===== src/inc/ext_bus_ctrl_defs.svh =====
// Offsets, field positions, reset values and timing counts of the
// external bus control unit. Definitions only.
`ifndef EXT_BUS_CTRL_DEFS_SVH
`define EXT_BUS_CTRL_DEFS_SVH

`define MEMCFG_ADDR        16'hC002
`define TESTCFG_ADDR       16'hC003
`define LOADCNT_ADDR       16'hC004
`define LOADMAX_ADDR       16'hC005
`define MEMCFG_RESET       3'h7
`define TCFG_BYPASS_BIT    15
`define TCFG_MEMEN_BIT     14
`define TCFG_CIREN_BIT     13
`define TCFG_BANK_LSB      9
`define EXTDATA_LO         16'h4000
`define EXTDATA_HI         16'hBFFF
`define MAILBOX_LO         16'hF400
`define MAILBOX_HI         16'hF7EF
`define CIRC_LO            16'hF000
`define CIRC_HI            16'hF0FF
`define PROG_WRITE_WAITS   3'h3
`define CIRC_MAX_DELAY     3'h4
`define CLK_PERIOD_PS      4000
`define TICK_PERIOD_PS     1000000
`define TICK_CYCLES        (`TICK_PERIOD_PS / `CLK_PERIOD_PS)

`endif


===== src/inc/ext_bus_ctrl_pkg.sv =====
// Types shared by the external bus control unit.
// Assumes the defs header supplies all numbers except the state codes, which are set here.
package ext_bus_ctrl_pkg;

  typedef enum logic [2:0] {
    ST_FETCH  = 3'b000,
    ST_GAP1   = 3'b001,
    ST_DATA   = 3'b010,
    ST_GAP2   = 3'b011,
    ST_PWRITE = 3'b100
  } bus_state_t;

  typedef struct packed {
    logic        req;
    logic        wr;
    logic [15:0] addr;
    logic [15:0] wdata;
  } core_req_t;

  typedef struct packed {
    logic irq0;
    logic irq1;
    logic irq2;
    logic nmi;
    logic brk;
    logic wait_req;
  } irq_set_t;

endpackage


===== src/design/ext_bus_ctrl.sv =====
// External program/data bus control unit beside a signal-processor core.
// Assumes the core holds its request stable while stall_out is high.
`timescale 1ns/1ps
`include "ext_bus_ctrl_defs.svh"

module ext_bus_ctrl #(
  parameter int TICK_CYCLES = `TICK_CYCLES
) (
  input  wire logic        clk_sys_in,
  input  wire logic        rst_in,
  // Core side
  input  wire logic [15:0] fetch_addr_in,
  input  wire ext_bus_ctrl_pkg::core_req_t data_req_in,
  input  wire logic        prog_write_in,
  input  wire logic        boot_read_in,
  input  wire logic        core_mem_enable_in,
  input  wire logic        monitor_active_in,
  input  wire logic        boot_active_in,
  input  wire logic [3:0]  ram_bank_select_in,
  output logic      [15:0] fetch_data_out,
  output logic      [15:0] rdata_out,
  output logic             stall_out,
  output logic             ram_powerdown_bypass_out,
  // Circular buffer arbitration
  input  wire logic        pcm_req_in,
  output logic             circ_grant_core_out,
  // External bus
  output logic      [15:0] ext_addr_bus_out,
  input  wire logic [15:0] ext_data_bus_in,
  output logic      [15:0] ext_data_bus_out,
  output logic             ext_data_bus_oe_out,
  output logic             ext_rd_n_out,
  output logic             ext_wr_n_out,
  output logic             ext_prog_sel_n_out,
  // Interrupt sources
  input  wire logic        frame_sync_in,
  input  wire logic        mailbox_irq_in,
  input  wire logic        emu_break_in,
  input  wire logic        pin_cs_in,
  input  wire logic        pin_wr_in,
  input  wire logic        pin_abort_in,
  input  wire logic        test_irq_select_in,
  output ext_bus_ctrl_pkg::irq_set_t irq_out
);

  ////////////////////////////////////////////////////////////////////////
  // Pin synchronisers

  logic [5:0] pin_s1_q;
  logic [5:0] pin_s2_q;
  logic [15:0] ext_din_s1_q;
  logic [15:0] ext_din_q;

  always_ff @(posedge clk_sys_in or posedge rst_in)
  begin
    if (rst_in)
    begin
      pin_s1_q     <= 6'h00;
      pin_s2_q     <= 6'h00;
      ext_din_s1_q <= 16'h0000;
      ext_din_q    <= 16'h0000;
    end
    else
    begin
      pin_s1_q     <= {frame_sync_in, pin_cs_in, pin_wr_in, pin_abort_in,
                       test_irq_select_in, mailbox_irq_in};
      pin_s2_q     <= pin_s1_q;
      ext_din_s1_q <= ext_data_bus_in;
      ext_din_q    <= ext_din_s1_q;
    end
  end

  wire fsync_s   = pin_s2_q[5];
  wire cs_s      = pin_s2_q[4];
  wire wr_s      = pin_s2_q[3];
  wire abort_s   = pin_s2_q[2];
  wire tif_s     = pin_s2_q[1];
  wire mbox_s    = pin_s2_q[0];

  ////////////////////////////////////////////////////////////////////////
  // Address decode

  function automatic logic in_range(input logic [15:0] a,
                                    input logic [15:0] lo,
                                    input logic [15:0] hi);
    in_range = (a >= lo) && (a <= hi);
  endfunction

  wire [15:0] daddr     = data_req_in.addr;
  wire is_ext_data      = data_req_in.req &&
                          (in_range(daddr, `EXTDATA_LO, `EXTDATA_HI) ||
                           in_range(daddr, `MAILBOX_LO, `MAILBOX_HI));
  wire is_mailbox       = in_range(daddr, `MAILBOX_LO, `MAILBOX_HI);
  wire is_circ          = data_req_in.req &&
                          in_range(daddr, `CIRC_LO, `CIRC_HI);
  wire is_reg           = data_req_in.req && (daddr[15:8] == 8'hC0);
  // Mailbox writes let through only for monitor or boot code
  wire mbox_wr_ok       = monitor_active_in || boot_active_in;
  wire wr_blocked       = data_req_in.wr && is_mailbox && !mbox_wr_ok;

  ////////////////////////////////////////////////////////////////////////
  // Registers

  logic [2:0] data_wait_count_q;
  logic       bypass_q;
  logic       memen_seen_q;
  logic       circen_seen_q;
  wire  [7:0] load_cnt;
  wire  [7:0] load_max;

  wire reg_wr      = is_reg && data_req_in.wr && !stall_out;
  wire reg_rd      = is_reg && !data_req_in.wr;
  wire circ_enable = core_mem_enable_in || pcm_req_in;

  always_ff @(posedge clk_sys_in or posedge rst_in)
  begin
    if (rst_in)
    begin
      data_wait_count_q <= `MEMCFG_RESET;
      bypass_q          <= 1'b0;
      memen_seen_q      <= 1'b0;
      circen_seen_q     <= 1'b0;
    end
    else
    begin
      if (reg_wr && daddr == `MEMCFG_ADDR)
        data_wait_count_q <= data_req_in.wdata[2:0];
      if (reg_wr && daddr == `TESTCFG_ADDR)
        bypass_q <= data_req_in.wdata[`TCFG_BYPASS_BIT];
      memen_seen_q  <= core_mem_enable_in;
      circen_seen_q <= circ_enable;
    end
  end

  wire [15:0] memcfg_rd  = {13'h0000, data_wait_count_q};
  wire [15:0] testcfg_rd = {bypass_q, memen_seen_q, circen_seen_q,
                            ram_bank_select_in, 9'h000};

  frame_load_stats #(
    .TICK_CYCLES (TICK_CYCLES)
  ) u_stats (
    .clk_sys_in             (clk_sys_in),
    .rst_in                 (rst_in),
    .frame_sync_in          (fsync_s),
    .cnt_read_in            (reg_rd && daddr == `LOADCNT_ADDR),
    .max_write_in           (reg_wr && daddr == `LOADMAX_ADDR),
    .max_wdata_in           (data_req_in.wdata[7:0]),
    .frame_load_counter_out (load_cnt),
    .frame_load_max_out     (load_max)
  );

  wire [15:0] reg_rdata =
      (daddr == `MEMCFG_ADDR)  ? memcfg_rd :
      (daddr == `TESTCFG_ADDR) ? testcfg_rd :
      (daddr == `LOADCNT_ADDR) ? {8'h00, load_cnt} :
      (daddr == `LOADMAX_ADDR) ? {8'h00, load_max} : 16'h0000;

  ////////////////////////////////////////////////////////////////////////
  // External bus sequencer

  ext_bus_ctrl_pkg::bus_state_t state_q;
  ext_bus_ctrl_pkg::bus_state_t state_d;
  logic [2:0]  wait_cnt_q;
  logic [2:0]  wait_cnt_d;
  logic [15:0] fetch_data_q;
  logic [15:0] rdata_q;
  logic [2:0]  circ_wait_q;
  logic [1:0]  rd_cap_q;
  logic [1:0]  fetch_cap_q;

  // Boot ROM reads share the data wait count
  wire data_needed = is_ext_data || boot_read_in;
  wire data_waits_done = (wait_cnt_q == data_wait_count_q);
  wire pw_waits_done   = (wait_cnt_q == `PROG_WRITE_WAITS - 3'h1);
  // Pin data lands two edges late through the synchroniser
  wire rd_cap_now      = (state_q == ext_bus_ctrl_pkg::ST_DATA) &&
                         data_waits_done &&
                         !(data_req_in.wr && !boot_read_in);
  wire fetch_cap_now   = (state_q == ext_bus_ctrl_pkg::ST_FETCH) &&
                         !prog_write_in;

  always_comb
  begin
    state_d    = state_q;
    wait_cnt_d = 3'h0;
    unique case (state_q)
      ext_bus_ctrl_pkg::ST_FETCH:
        if (prog_write_in)
          state_d = ext_bus_ctrl_pkg::ST_PWRITE;
        else if (data_needed)
          state_d = ext_bus_ctrl_pkg::ST_GAP1;
      ext_bus_ctrl_pkg::ST_GAP1:
        state_d = ext_bus_ctrl_pkg::ST_DATA;
      ext_bus_ctrl_pkg::ST_DATA:
        if (data_waits_done)
          state_d = ext_bus_ctrl_pkg::ST_GAP2;
        else
          wait_cnt_d = wait_cnt_q + 3'h1;
      ext_bus_ctrl_pkg::ST_GAP2:
        state_d = ext_bus_ctrl_pkg::ST_FETCH;
      ext_bus_ctrl_pkg::ST_PWRITE:
        if (pw_waits_done)
          state_d = ext_bus_ctrl_pkg::ST_FETCH;
        else
          wait_cnt_d = wait_cnt_q + 3'h1;
      default:
        state_d = ext_bus_ctrl_pkg::ST_FETCH;
    endcase
  end

  // PCM port owns the circular buffer when both ask, until the core has waited 4 cycles
  wire circ_lose = is_circ && pcm_req_in &&
                   (circ_wait_q < `CIRC_MAX_DELAY);

  always_ff @(posedge clk_sys_in or posedge rst_in)
  begin
    if (rst_in)
    begin
      state_q      <= ext_bus_ctrl_pkg::ST_FETCH;
      wait_cnt_q   <= 3'h0;
      fetch_data_q <= 16'h0000;
      rdata_q      <= 16'h0000;
      circ_wait_q  <= 3'h0;
      rd_cap_q     <= 2'b00;
      fetch_cap_q  <= 2'b00;
    end
    else
    begin
      state_q    <= state_d;
      wait_cnt_q <= wait_cnt_d;
      circ_wait_q <= circ_lose ? circ_wait_q + 3'h1 : 3'h0;
      rd_cap_q    <= {rd_cap_q[0], rd_cap_now};
      fetch_cap_q <= {fetch_cap_q[0], fetch_cap_now};
      if (fetch_cap_q[1])
        fetch_data_q <= ext_din_q;
      if (rd_cap_q[1])
        rdata_q <= ext_din_q;
      else if (reg_rd)
        rdata_q <= reg_rdata;
    end
  end

  wire in_fetch = (state_q == ext_bus_ctrl_pkg::ST_FETCH);
  wire in_data  = (state_q == ext_bus_ctrl_pkg::ST_DATA);
  wire in_pw    = (state_q == ext_bus_ctrl_pkg::ST_PWRITE);
  wire data_wr  = data_req_in.wr && !boot_read_in;

  // Stall covers the first gap, data waits, write waits, arbitration
  assign stall_out = (in_fetch && (data_needed || prog_write_in)) ||
                     (state_q == ext_bus_ctrl_pkg::ST_GAP1) ||
                     (in_data && !data_waits_done) ||
                     (in_pw && !pw_waits_done) ||
                     circ_lose;

  assign circ_grant_core_out = is_circ && !circ_lose;

  // Shared address and data pins
  assign ext_addr_bus_out    = in_data ? daddr : fetch_addr_in;
  assign ext_data_bus_out    = data_req_in.wdata;
  assign ext_data_bus_oe_out = (in_data && data_wr && !wr_blocked) || in_pw;
  assign ext_rd_n_out        = !((in_fetch && !prog_write_in) ||
                                 (in_data && !data_wr));
  assign ext_wr_n_out        = !((in_data && data_wr && !wr_blocked) ||
                                 (in_pw && pw_waits_done));
  assign ext_prog_sel_n_out  = !(in_fetch || in_pw);
  assign fetch_data_out      = fetch_data_q;
  assign rdata_out           = rdata_q;
  assign ram_powerdown_bypass_out = bypass_q;

  ////////////////////////////////////////////////////////////////////////
  // Interrupt source selection

  // Normal sources, or test pins and fetch address bits, per select flag
  assign irq_out.irq0     = tif_s ? fetch_addr_in[8] : fsync_s;
  assign irq_out.irq1     = tif_s ? fetch_addr_in[9] : 1'b0;
  assign irq_out.irq2     = tif_s ? cs_s : mbox_s;
  assign irq_out.nmi      = tif_s ? wr_s : 1'b0;
  assign irq_out.brk      = tif_s ? abort_s : emu_break_in;
  assign irq_out.wait_req = tif_s ? fetch_addr_in[7] : stall_out;

  ////////////////////////////////////////////////////////////////////////
  // Assertions

  a_fetch_no_wait: assert property (@(posedge clk_sys_in) disable iff (rst_in)
    (in_fetch && !data_needed && !prog_write_in && !circ_lose) |-> !stall_out)
    else $error("fetch stalled");

  a_gap_after_fetch: assert property (@(posedge clk_sys_in)
    disable iff (rst_in)
    (in_fetch && data_needed && !prog_write_in) |=>
    state_q == ext_bus_ctrl_pkg::ST_GAP1 ##1 in_data)
    else $error("gap order broken");

  a_data_bounded: assert property (@(posedge clk_sys_in) disable iff (rst_in)
    $rose(in_data) |-> ##[0:7] (state_d == ext_bus_ctrl_pkg::ST_GAP2))
    else $error("data phase too long");

  a_pwrite_len: assert property (@(posedge clk_sys_in) disable iff (rst_in)
    $rose(in_pw) |-> in_pw [*3] ##1 in_fetch)
    else $error("program write waits wrong");

  a_wait_reset: assert property (@(posedge clk_sys_in)
    $fell(rst_in) |-> data_wait_count_q == 3'h7)
    else $error("wait count reset wrong");

  a_memen_seen: assert property (@(posedge clk_sys_in) disable iff (rst_in)
    ##1 memen_seen_q == $past(core_mem_enable_in))
    else $error("memory enable echo wrong");

  a_mbox_block: assert property (@(posedge clk_sys_in) disable iff (rst_in)
    (in_data && is_mailbox && data_req_in.wr && !mbox_wr_ok)
    |-> ext_wr_n_out)
    else $error("mailbox write leaked");

  a_circ_bound: assert property (@(posedge clk_sys_in) disable iff (rst_in)
    circ_lose [*4] |=> !circ_lose)
    else $error("circular buffer delay too long");

endmodule


===== src/design/frame_load_stats.sv =====
// Per-frame load statistics counter and its companion max register.
// Assumes frame_sync_in already synchronised to clk_sys_in.
`timescale 1ns/1ps
`include "ext_bus_ctrl_defs.svh"

module frame_load_stats #(
  parameter int TICK_CYCLES = `TICK_CYCLES
) (
  input  wire logic       clk_sys_in,
  input  wire logic       rst_in,
  input  wire logic       frame_sync_in,
  input  wire logic       cnt_read_in,
  input  wire logic       max_write_in,
  input  wire logic [7:0] max_wdata_in,
  output logic      [7:0] frame_load_counter_out,
  output logic      [7:0] frame_load_max_out
);

  logic [15:0] tick_q;
  logic        fs_prev_q;
  logic        read_seen_q;
  logic [7:0]  cnt_q;
  logic [7:0]  max_q;

  wire tick_done = (tick_q == 16'(TICK_CYCLES - 1));
  wire fs_rise   = frame_sync_in && !fs_prev_q;
  wire clr_cnt   = fs_rise && (read_seen_q || cnt_read_in);

  // Prescaler and edge state restart; an unknown prescaler never ticks
  always_ff @(posedge clk_sys_in or posedge rst_in)
  begin
    if (rst_in)
    begin
      tick_q      <= 16'h0000;
      fs_prev_q   <= 1'b0;
      read_seen_q <= 1'b0;
    end
    else
    begin
      tick_q    <= tick_done ? 16'h0000 : tick_q + 16'h0001;
      fs_prev_q <= frame_sync_in;
      if (fs_rise)
        read_seen_q <= 1'b0;
      else if (cnt_read_in)
        read_seen_q <= 1'b1;
    end
  end

  // No reset: contents survive a chip reset
  always_ff @(posedge clk_sys_in)
  begin
    if (clr_cnt)
      cnt_q <= 8'h00;
    else if (tick_done)
      cnt_q <= cnt_q + 8'h01;
    if (max_write_in)
      max_q <= max_wdata_in;
  end

  assign frame_load_counter_out = cnt_q;
  assign frame_load_max_out     = max_q;

endmodule


===== config.mk =====
export PLATFORM = sky130hd
export DESIGN_NAME = ext_bus_ctrl
export DESIGN_NICKNAME = d
export VERILOG_FILES = /design/src/inc/ext_bus_ctrl_pkg.sv /design/src/design/ext_bus_ctrl.sv /design/src/design/frame_load_stats.sv
export VERILOG_INCLUDE_DIRS = /design/src /design/src/inc
export SDC_FILE = /design/constraint.sdc
export NUM_CORES = 1
export LEC_CHECK = 0
export ABC_CLOCK_PERIOD_IN_PS = 5200
export BUFFER_PORTS_ARGS = -buffer_cell sky130_fd_sc_hd__buf_2
export CORE_MARGIN = 3
export CORE_UTILIZATION = 51
export DETAILED_ROUTE_END_ITERATION = 7
export PLACE_DENSITY_LB_ADDON = 0.05
export SYNTH_ARGS = -nofsm -noshare
export SYNTH_HDL_FRONTEND = slang
export SYNTH_SLANG_ARGS = --single-unit

===== constraint.sdc =====
create_clock -name clk_sys_in -period 5.2 [get_ports clk_sys_in]
set_clock_uncertainty 0.15 [all_clocks]
set_input_delay 1.04 -clock clk_sys_in [delete_from_list [all_inputs] [get_ports clk_sys_in]]
set_output_delay 1.04 -clock clk_sys_in [all_outputs]
set_load 0.05 [all_outputs]

==> results of run 1 <==
==> synth_stat cells, types with 6 or more instances <==
| cell | instances | share of area |
|---|---|---|
| o21ai_0 | 18 | 0.017 |
| nand2_1 | 77 | 0.054 |
| buf_4 | 16 | 0.022 |
| edfxtp_1 | 8 | 0.045 |
| ha_1 | 8 | 0.019 |
| mux2_2 | 23 | 0.048 |
| xnor2_1 | 13 | 0.021 |
| dfrtp_1 | 110 | 0.51 |
| nor2_1 | 33 | 0.023 |
| and3_1 | 6 | 0.0070 |
| clkbuf_1 | 12 | 0.0084 |
| inv_1 | 16 | 0.011 |
| and2_1 | 7 | 0.0081 |
| xor2_1 | 13 | 0.021 |
| a22oi_1 | 12 | 0.017 |
| dfxtp_1 | 8 | 0.030 |
| nand3_1 | 6 | 0.0056 |
| a21oi_1 | 11 | 0.010 |
| nand4_1 | 10 | 0.012 |
==> per-layer routing <==
| metal | wire length [um] | vias to the layer above |
|---|---|---|
| met3 | 852 | 15 |
| li1 | - | 1869 |
| met1 | 5128 | 1851 |
| met5 | 0 | - |
| met2 | 5653 | 152 |
| met4 | 138 | 0 |
==> area by class of cell <==
class | instances | area (um2) | area share
flip-flops and latches | 129 | 3232 | 0.4815
well taps | 133 | 166.4 | 0.02479
inverters | 16 | 62.56 | 0.009321
multi-input cells | 295 | 1893 | 0.2821
repair buffers | 149 | 750.7 | 0.1119
clock buffers | 20 | 478.0 | 0.07122
clock inverters | 12 | 128.9 | 0.01920
==> power breakdown <==
group	total (mW)	internal, mW	switching [mW]
registers	1.28	1.17	0.107
clock network	1.18	0.750	0.426
logic	1.05	0.281	0.766
==> through the flow <==
| stage | hold slack [ps] | util | setup slack [ps] |
|---|---|---|---|
| floorplan | 181.2 | - | 1028 |
| detailed placement | 184.7 | 0.6105 | 1328 |
| global route | 202.5 | 0.6712 | 1013 |
| global placement | 181.6 | 0.6105 | 1352 |
| finish | 190.9 | 0.6712 | 1242 |
| CTS | 192.3 | 0.6712 | 1217 |
==> critical path: cells and delay by family, from the launching register on <==
kind | cells | cell delay, ps
and+or+nand+nor | 3 | 1250
buffers and inverters | 1 | 210
AOI/OAI and AO/OA | 2 | 320
DFF | 1 | 450
==> sequential cells by signal, indices dropped and copies added (netlist names), 2 cells and up <==
name and count:
data_wait_count_q 3, u_stats.frame_load_counter_out 8, pin_s1_q 6, circ_wait_q 3
wait_cnt_q 3, u_stats.frame_load_max_out 8, state_q 3, u_stats.tick_q 16
fetch_data_out 16, rd_cap_q 2, rdata_out 16, pin_s2_q 6
fetch_cap_q 2, ext_din_q 16, ext_din_s1_q 16
==> cell families (layout without fill, tap and decap cells) <==
kind of cell / after synthesis / after routing
flops: 129 / 129
fa+ha+maj: 8 / 8
simple gates: 178 / 178
compound gates: 59 / 59
xor+xnor: 26 / 26
mux: 24 / 24
buf+inv: 48 / 197
==> path summary, 6_finish.rpt <==
| path | start | endpoint | slack [ps] | cells past startpoint |
|---|---|---|---|---|
| worst max-delay path | state_q[1] | irq_out[0] | 1240 | 6 |
| worst min-delay path | ext_din_s1_q[8] | ext_din_q[8] | 190 | 0 |
| worst max register to register | state_q[1] | u_stats.frame_load_max_out[7] | 2280 | 5 |
| worst min register to register | ext_din_s1_q[8] | ext_din_q[8] | 190 | 0 |
| max in group asynchronous | rst_in | pin_s2_q[4] | 3340 | 3 |
| min in group asynchronous | rst_in | fetch_data_out[4] | 560 | 2 |
==> flow_metrics.tcl, run 1 <==
set metrics [dict create \
    status "completed" \
    netlist_area_mm2 0.005376 \
    postCtsSetupRepairBufs 0 \
    ios 162 \
    worst_ep_arrival_time_ps 2770 \
    synth_xor_area_frac 0.04236 \
    clockBufferDepth 2 \
    ctsResizeCount 0 \
    critPathKind "flip-flop to output port" \
    start_util 0.5377 \
    final_common_cell "buf_2" \
    synthAdderAreaFrac 0.01862 \
    synthArstFlopShare 0.8760 \
    grt.total_usage 0.2127 \
    diodes 0 \
    cts_made_buffers 17 \
    worst_pin_slew_ps 1092 \
    cp-end-kind "output port" \
    start_kind "flip-flop" \
    placed_cells 722 \
    syn_avg_cell_area_um2 11.39 \
    antenna_left 0 \
    fmax_ghz 0.2527 \
    area_growth_pct 24.83 \
    rows 36 \
    finalSetupTns_ps 0 \
    h-tree-depth 4 \
    finalNonFillerCells 754 \
    gr-max-usage-layer "met2" \
    grt_setup_unrepaired "false" \
    post-route-period-util 0.7611 \
    grt_max_degree 79 \
    synth_compound_area_frac 0.07005 \
    clock_sinks 129 \
    drv_slew 0 \
    grt_pass1_wl_mm 19.02 \
    crit_slowest_cell "or3b_1" \
    use_met2 0.3350 \
    wl_per_cell_um 15.61 \
    maxCapViolCount 0 \
    final_cell_mix "buf_2 (147), dfrtp_1 (110), nand2_1 (77)" \
    dr.pass1.iters 5 \
    maxSlewHeadroom 0.2665 \
    ctsHoldBuffers 0 \
    overflow 0 \
    period_minus_slack_ps 3958 \
    ys_types 54 \
    vdd_drop_max_mv 0.3125 \
    synth_top_family_by_area "simple AND/OR/NAND/NOR gates" \
    power.density_mw_per_mm2 522.2 \
    gp_congestion 0.8910 \
    cts_tree "yes" \
    wirelength_mm 11.77 \
    syn_inst 472 \
    cts-root-buf "clkbuf_8" \
    yosysSeqAreaShare 0.6011 \
    fp.dieArea_mm2 0.01181 \
    antenna_found_initial 0 \
    use_met1 0.2837 \
    synth_edf_count 8 \
    vias_per_cell 5.155 \
    hold_viol 0 \
    hold_path.class "flip-flop to flip-flop" \
    slowest_delay_ps 670 \
    path_max_fanout 24 \
    postPlaceCellArea_mm2 0.006105 \
    fin_area_mm2 0.006711 \
    insertion_delay_ps 530 \
    dr.first_iter.drc_count 150 \
    fill_cells 808 \
    synth_nets 565 \
    nets 701 \
    required_ps 4010 \
    die_h_um 108.7 \
    drc 0 \
    p_total_mw 3.505 \
    die_x_um 108.7 \
    yosys.area_share.simple 0.1710 \
    dp_hpwl_mm 8.548 \
    crit_path_cell_trace "or3b_1, nor2_1, nor3_2, o21a_1, a21oi_1, buf_2" \
    portBuffers 147 \
    leakagePower_nw 3.159 \
    grt_pass1_vias 3854 \
    drive_gt1_frac 0.3510 \
    yosys-mux-area-fraction 0.05003 \
    use_met3 0.06454 \
    via_count 3887 \
    fp.coreArea_mm2 0.01000 \
    setup_viol 0 \
    clk_pin_slew_ps 60 \
    synthFlopType "dfrtp_1" \
    yosys_warnings 0 \
    ys_seq_elements 129 \
]
No activity file was read; power rests on OpenSTA's default activity.
==> inputs of run 2 (changes only) <==
--- a/config.mk
+++ b/config.mk
@@ -6,10 +6,11 @@
 export SDC_FILE = /design/constraint.sdc
 export NUM_CORES = 1
 export LEC_CHECK = 0
-export ABC_CLOCK_PERIOD_IN_PS = 5200
+export ABC_AREA = 1
+export ABC_CLOCK_PERIOD_IN_PS = 3350
 export BUFFER_PORTS_ARGS = -buffer_cell sky130_fd_sc_hd__buf_2
 export CORE_MARGIN = 3
-export CORE_UTILIZATION = 51
+export CORE_UTILIZATION = 47
 export DETAILED_ROUTE_END_ITERATION = 7
 export PLACE_DENSITY_LB_ADDON = 0.05
 export SYNTH_ARGS = -nofsm -noshare
==> constraint.sdc (replaced) <==
create_clock -name clk_sys_in -period 3.35 [get_ports clk_sys_in]
set_clock_uncertainty 0.15 [all_clocks]
set_input_delay 0.67 -clock clk_sys_in [delete_from_list [all_inputs] [get_ports clk_sys_in]]
set_output_delay 0.67 -clock clk_sys_in [all_outputs]
set_load 0.05 [all_outputs]
==> flow_metrics.tcl, run 2 <==
set metrics [dict create \
    pre_cts_slack_ps 405.5 \
    clockBufferDepth 2 \
    synth_top_area_frac 0.4707 \
    wl_per_cell_um 14.61 \
    r2r_cells 8 \
    cp-end-kind "output port" \
    startpoint "data_req_in[31]" \
    synth_area_leaders "dfrtp_1 (47%), nand2_1 (8.9%), inv_1 (4.3%)" \
    ys_seq_elements 129 \
    worst_ep_arrival_time_ps 2130 \
    ys_types 47 \
    portBuffers 147 \
    nets 836 \
    grt_pass1_vias 4498 \
    setup_viol 0 \
    ios 162 \
    worst_pin_slew_ps 822.8 \
    syn_avg_cell_area_um2 9.763 \
    maxCapViolCount 0 \
    start_util 0.4829 \
    leakagePower_nw 3.664 \
    die_h_um 117.5 \
    vias_per_cell 4.852 \
    power.density_mw_per_mm2 790.8 \
    ctsHoldBuffers 0 \
    yosys_warnings 0 \
    ff2ff_setup_slack_ps 1340 \
    insertion_delay_ps 420 \
    final_common_cell "buf_2" \
    synthTopCellsByCount "nand2_1 (138), dfrtp_1 (110), inv_1 (67)" \
    multiInputGateArea_mm2 0.002121 \
    cts_made_buffers 17 \
    fp.coreArea_mm2 0.01211 \
    ctsResizeCount 0 \
    wirelength_mm 13.50 \
    holdPathStages 0 \
    fmax_ghz 0.3390 \
    drc 0 \
    overflow 0 \
    crit_end "irq_out[0]" \
    grt_max_degree 114 \
    clock_sinks 129 \
    rows 40 \
    start_kind "input pin" \
    drv_slew 0 \
    path_max_fanout 4 \
    grt.total_usage 0.1995 \
    clk_pin_slew_ps 60 \
    dr.first_iter.drc_count 334 \
    die_x_um 117.5 \
    yosysSeqAreaShare 0.5526 \
    via_count 4483 \
    antenna_left 0 \
    area_growth_pct 23.51 \
    synth.largest_area_cell "dfrtp_1" \
    antenna_found_initial 0 \
    layout_setup_ws_ps 400.6 \
    diodes 0 \
    h-tree-depth 4 \
    dp_hpwl_mm 10.06 \
    cts_tree "yes" \
    finalSetupTns_ps 0 \
    grt_pass1_wl_mm 22.09 \
    dr.pass1.iters 5 \
    netlist_area_mm2 0.005848 \
    hold_path.class "flip-flop to flip-flop" \
    synth_nets 692 \
    period_minus_slack_ps 2949 \
    syn_inst 599 \
    timing.rr.end "u_stats.frame_load_max_out[1]" \
    fp.dieArea_mm2 0.01382 \
    hold_viol 0 \
    vdd_drop_max_mv 0.6277 \
    cts-root-buf "clkbuf_16" \
    post-synth-top-count-cell "nand2_1" \
    synth_edf_count 8 \
    maxSlewHeadroom 0.4515 \
    final_cell_mix "buf_2 (147), nand2_1 (138), dfrtp_1 (110)" \
    register_area_mm2 0.003232 \
    synthFlopType "dfrtp_1" \
    gp_congestion 0.9024 \
    drive_gt1_frac 0.3439 \
    synthArstFlopShare 0.8760 \
    grt_setup_unrepaired "false" \
    critPathKind "input pin to output port" \
    status "completed" \
    post-route-period-util 0.8804 \
    postCtsSetupRepairBufs 0 \
    fill_cells 1105 \
    required_ps 2530 \
    r2r-start "data_wait_count_q[1]" \
]
==> run 2: changes by cell type in the layout (fill, tap and decap cells not counted), moves of 7 or more <==
cell,change
mux2_2,-7
inv_2,+13
inv_1,+51
o211ai_2,+7
o22ai_1,+8
o21ai_1,+19
nor2_1,+11
a22oi_1,-11
nand2_1,+61
xnor2_1,-11
and2_1,-7
nand3_1,+15
==> run 2: worst min-delay path by stage <==
| stage | slack [ps] | end | start |
|---|---|---|---|
| 3_3_place_gp | 180 | ext_din_q[9] | ext_din_s1_q[9] |
| 4_1_cts | 190 | ext_din_s1_q[5] | ext_data_bus_in[5] |
| 6_report | 200 | ext_din_q[13] | ext_din_s1_q[13] |
| 5_1_grt | 190 | pin_s1_q[5] | frame_sync_in |
| 3_5_place_dp | 180 | ext_din_q[0] | ext_din_s1_q[0] |
| 2_1_floorplan | 180 | ext_din_q[0] | ext_din_s1_q[0] |
==> run 2: kinds of logic (layout without fill, tap and decap cells) <==
logic type                 after synthesis  after routing  synth area share
xor gates and xnor gates                14             14           0.02097
adders and majority gates                8              8           0.01712
muxes                                   16             16           0.03081
buffers and inverters                  108            265           0.08472
DFF                                    129            129            0.5526
AOI/OAI and AO/OA                       63             63           0.07103
and+or+nand+nor                        261            261            0.2227
==> run 2: critical path, cell delays in order <==
cell and delay (ps):
buf_2 90, ha_1 180, nand3_1 130, nor2_1 160
nand2_1 70, nand2_1 50, nand2_1 50, nand2_1 80
nand2_1 110, nand2_1 140, nand2_1 60, o21ai_0 60
buf_2 280
==> run 2: cell type report <==
cell class | instances | share of cell area
Sequential cell | 129 | 0.4474
Multi-Input combinational cell | 362 | 0.2936
Timing Repair Buffer | 152 | 0.1088
Clock buffer | 20 | 0.06478
Inverter | 81 | 0.04279
Tap cell | 168 | 0.02910
Clock inverter | 12 | 0.01351
==> run 2: stage by stage <==
| step | power, mW | instance area, um2 | std cells | util | hold WS [ps] |
|---|---|---|---|---|---|
| 2_1_floorplan | 3.542 | 5852 | 599 | - | 181.2 |
| 3_3_place_gp | 4.002 | 6658 | 892 | 0.5497 | 182.1 |
| 3_5_place_dp | 4.029 | 6658 | 892 | 0.5497 | 184.7 |
| 4_1_cts | 5.781 | 7223 | 924 | 0.5964 | 186.7 |
| 5_1_grt | 5.985 | 7223 | 924 | 0.5964 | 186.4 |
| 6_report | 5.712 | 7223 | 924 | 0.5964 | 195.6 |
==> run 2: where the power goes <==
| part | total (mW) | leakage, nW | internal (mW) | switching, mW |
|---|---|---|---|---|
| Clock | 1.73 | 0.275 | 1.02 | 0.706 |
| Sequential | 2.00 | 1.51 | 1.83 | 0.170 |
| Combinational | 1.98 | 1.88 | 0.493 | 1.49 |
| Total | 5.71 | 3.66 | 3.35 | 2.36 |
==> run 2: metal layers <==
metal / global-route usage / share of wire
met5: 0 / 0
met4: 0.07912 / 0.020
met3: 0.07016 / 0.071
met2: 0.3143 / 0.48
met1: 0.2534 / 0.43
==> inputs of run 3 (changes only) <==
--- a/config.mk
+++ b/config.mk
@@ -12,7 +12,7 @@
 export CORE_MARGIN = 3
 export CORE_UTILIZATION = 47
 export DETAILED_ROUTE_END_ITERATION = 7
-export PLACE_DENSITY_LB_ADDON = 0.05
+export PLACE_DENSITY = 0.76
 export SYNTH_ARGS = -nofsm -noshare
 export SYNTH_HDL_FRONTEND = slang
 export SYNTH_SLANG_ARGS = --single-unit
==> flow_metrics.tcl, run 3 (synthesis gave the netlist of run 2 again) <==
set metrics [dict create \
    critPathKind "input pin to output port" \
    status "completed" \
    antenna_found_initial 0 \
    clk_pin_slew_ps 60 \
    gp_congestion 0.9676 \
    nets 833 \
    hold_viol 0 \
    setup_viol 0 \
    fp.coreArea_mm2 0.01211 \
    maxSlewHeadroom 0.4472 \
    postCtsSetupRepairBufs 0 \
    dp_hpwl_mm 10.15 \
    ios 162 \
    portBuffers 147 \
    fp.dieArea_mm2 0.01382 \
    wl_per_cell_um 15.17 \
    dr_wl_met2_mm 6.792 \
    p_total_mw 5.766 \
    clock_sinks 129 \
    dr.first_iter.drc_count 212 \
    ctsHoldBuffers 0 \
    drc 0 \
    via_count 4585 \
    period_minus_slack_ps 2903 \
    clockPowerShare 0.307 \
    fmax_ghz 0.3445 \
    top_layer_used "met4" \
    antenna_left 0 \
    insertion_delay_ps 410 \
    fill_cells 1026 \
    final_common_cell "buf_2" \
    cts-root-buf "clkbuf_16" \
    grt_max_degree 87 \
    cts_tree "yes" \
    path_max_fanout 4 \
    drt-met1-wl_mm 5.766 \
    leakagePower_nw 3.644 \
    cp-end-kind "output port" \
    overflow 0 \
    final_cell_mix "buf_2 (147), nand2_1 (138), dfrtp_1 (110)" \
    clockBufferDepth 2 \
    post-route-period-util 0.8665 \
    wirelength_mm 13.96 \
    start_util 0.4829 \
    drive_gt1_frac 0.3404 \
    dr.pass1.iters 5 \
    required_ps 2530 \
    p_sw_mw 2.363 \
    rows 40 \
    intPower_mw 3.402 \
    grt_pass1_wl_mm 22.69 \
    finalSetupTns_ps 0 \
    seqPwrFrac 0.351 \
    vias_per_cell 4.984 \
    wl_met3_mm 1.082 \
    area_growth_pct 23.26 \
    die_h_um 117.5 \
    start_kind "input pin" \
    h-tree-depth 4 \
    grt.total_usage 0.2057 \
    drv_slew 0 \
    fin_util 0.5951 \
    worst_pin_slew_ps 829.2 \
    ctsResizeCount 0 \
    vdd_drop_max_mv 0.6183 \
    pwr-share-comb 0.343 \
    die_x_um 117.5 \
    grt_setup_unrepaired "false" \
    worst_ep_arrival_time_ps 2080 \
    diodes 0 \
    cts_made_buffers 17 \
    swShare 0.4099 \
    power.density_mw_per_mm2 799.9 \
    grt_pass1_vias 4673 \
    maxCapViolCount 0 \
    hold_path.class "input pin to async pin" \
]
-- run 3: critical path, stage by stage --
cell	delay [ps]
buf_2	90
ha_1	190
nand3_1	120
nor2_1	140
nand2_1	70
nand2_1	50
nand2_1	40
nand2_1	60
nand2_1	110
nand2_1	130
nand2_1	50
o21ai_0	60
buf_2	280
-- run 3: per-layer routing --
metal	up-vias	GRT usage
met5	-	0
met4	0	0.07473
met3	31	0.07448
met2	192	0.3349
met1	2174	0.2534
li1	2188	-
-- run 3: power by group through the flow --
| stage | combinational [mW] | clock, mW | sequential [mW] |
|---|---|---|---|
| finish | 1.98 | 1.77 | 2.02 |
| global route | 2.10 | 1.86 | 2.06 |
| CTS | 1.99 | 1.79 | 2.02 |
| detailed placement | 1.98 | 0 | 2.04 |
| global placement | 1.95 | 0 | 2.03 |
| floorplan | 0.879 | 0 | 2.66 |
-- run 3: through the flow --
step | area [um2] | setup WS [ps] | hold slack, ps | std cells
5_1_grt | 7208 | 267.7 | 191.9 | 920
4_1_cts | 7208 | 443.8 | 190.3 | 920
6_report | 7208 | 447.3 | 181.2 | 920
3_3_place_gp | 6635 | 467.3 | 181.7 | 889
3_5_place_dp | 6635 | 446.1 | 184.7 | 889
2_1_floorplan | 5852 | 81.53 | 181.2 | 599
-- run 3: final cells by class --
type,instances,area (um2),share of cell area
clock buffers,20,467.9,0.06492
clock inverters,11,105.1,0.01458
inverters,81,309.0,0.04287
multi-input cells,362,2121,0.2942
flip-flops and latches,129,3232,0.4484
well taps,168,210.2,0.02916
repair buffers,149,763.2,0.1059
-- run 3: final timing paths --
path / start / end / slack, ps / depth (start not counted)
setup / recovery: data_req_in[30] / irq_out[0] / 450 / 13
hold / removal: rst_in / u_stats.tick_q[14] / 180 / 2
setup reg to reg: data_wait_count_q[1] / u_stats.frame_load_max_out[4] / 1050 / 7
hold reg to reg: pin_s1_q[4] / pin_s2_q[4] / 200 / 0
max in group asynchronous: rst_in / data_wait_count_q[1] / 2040 / 3
min in group clk_sys_in: pin_s1_q[4] / pin_s2_q[4] / 200 / 0
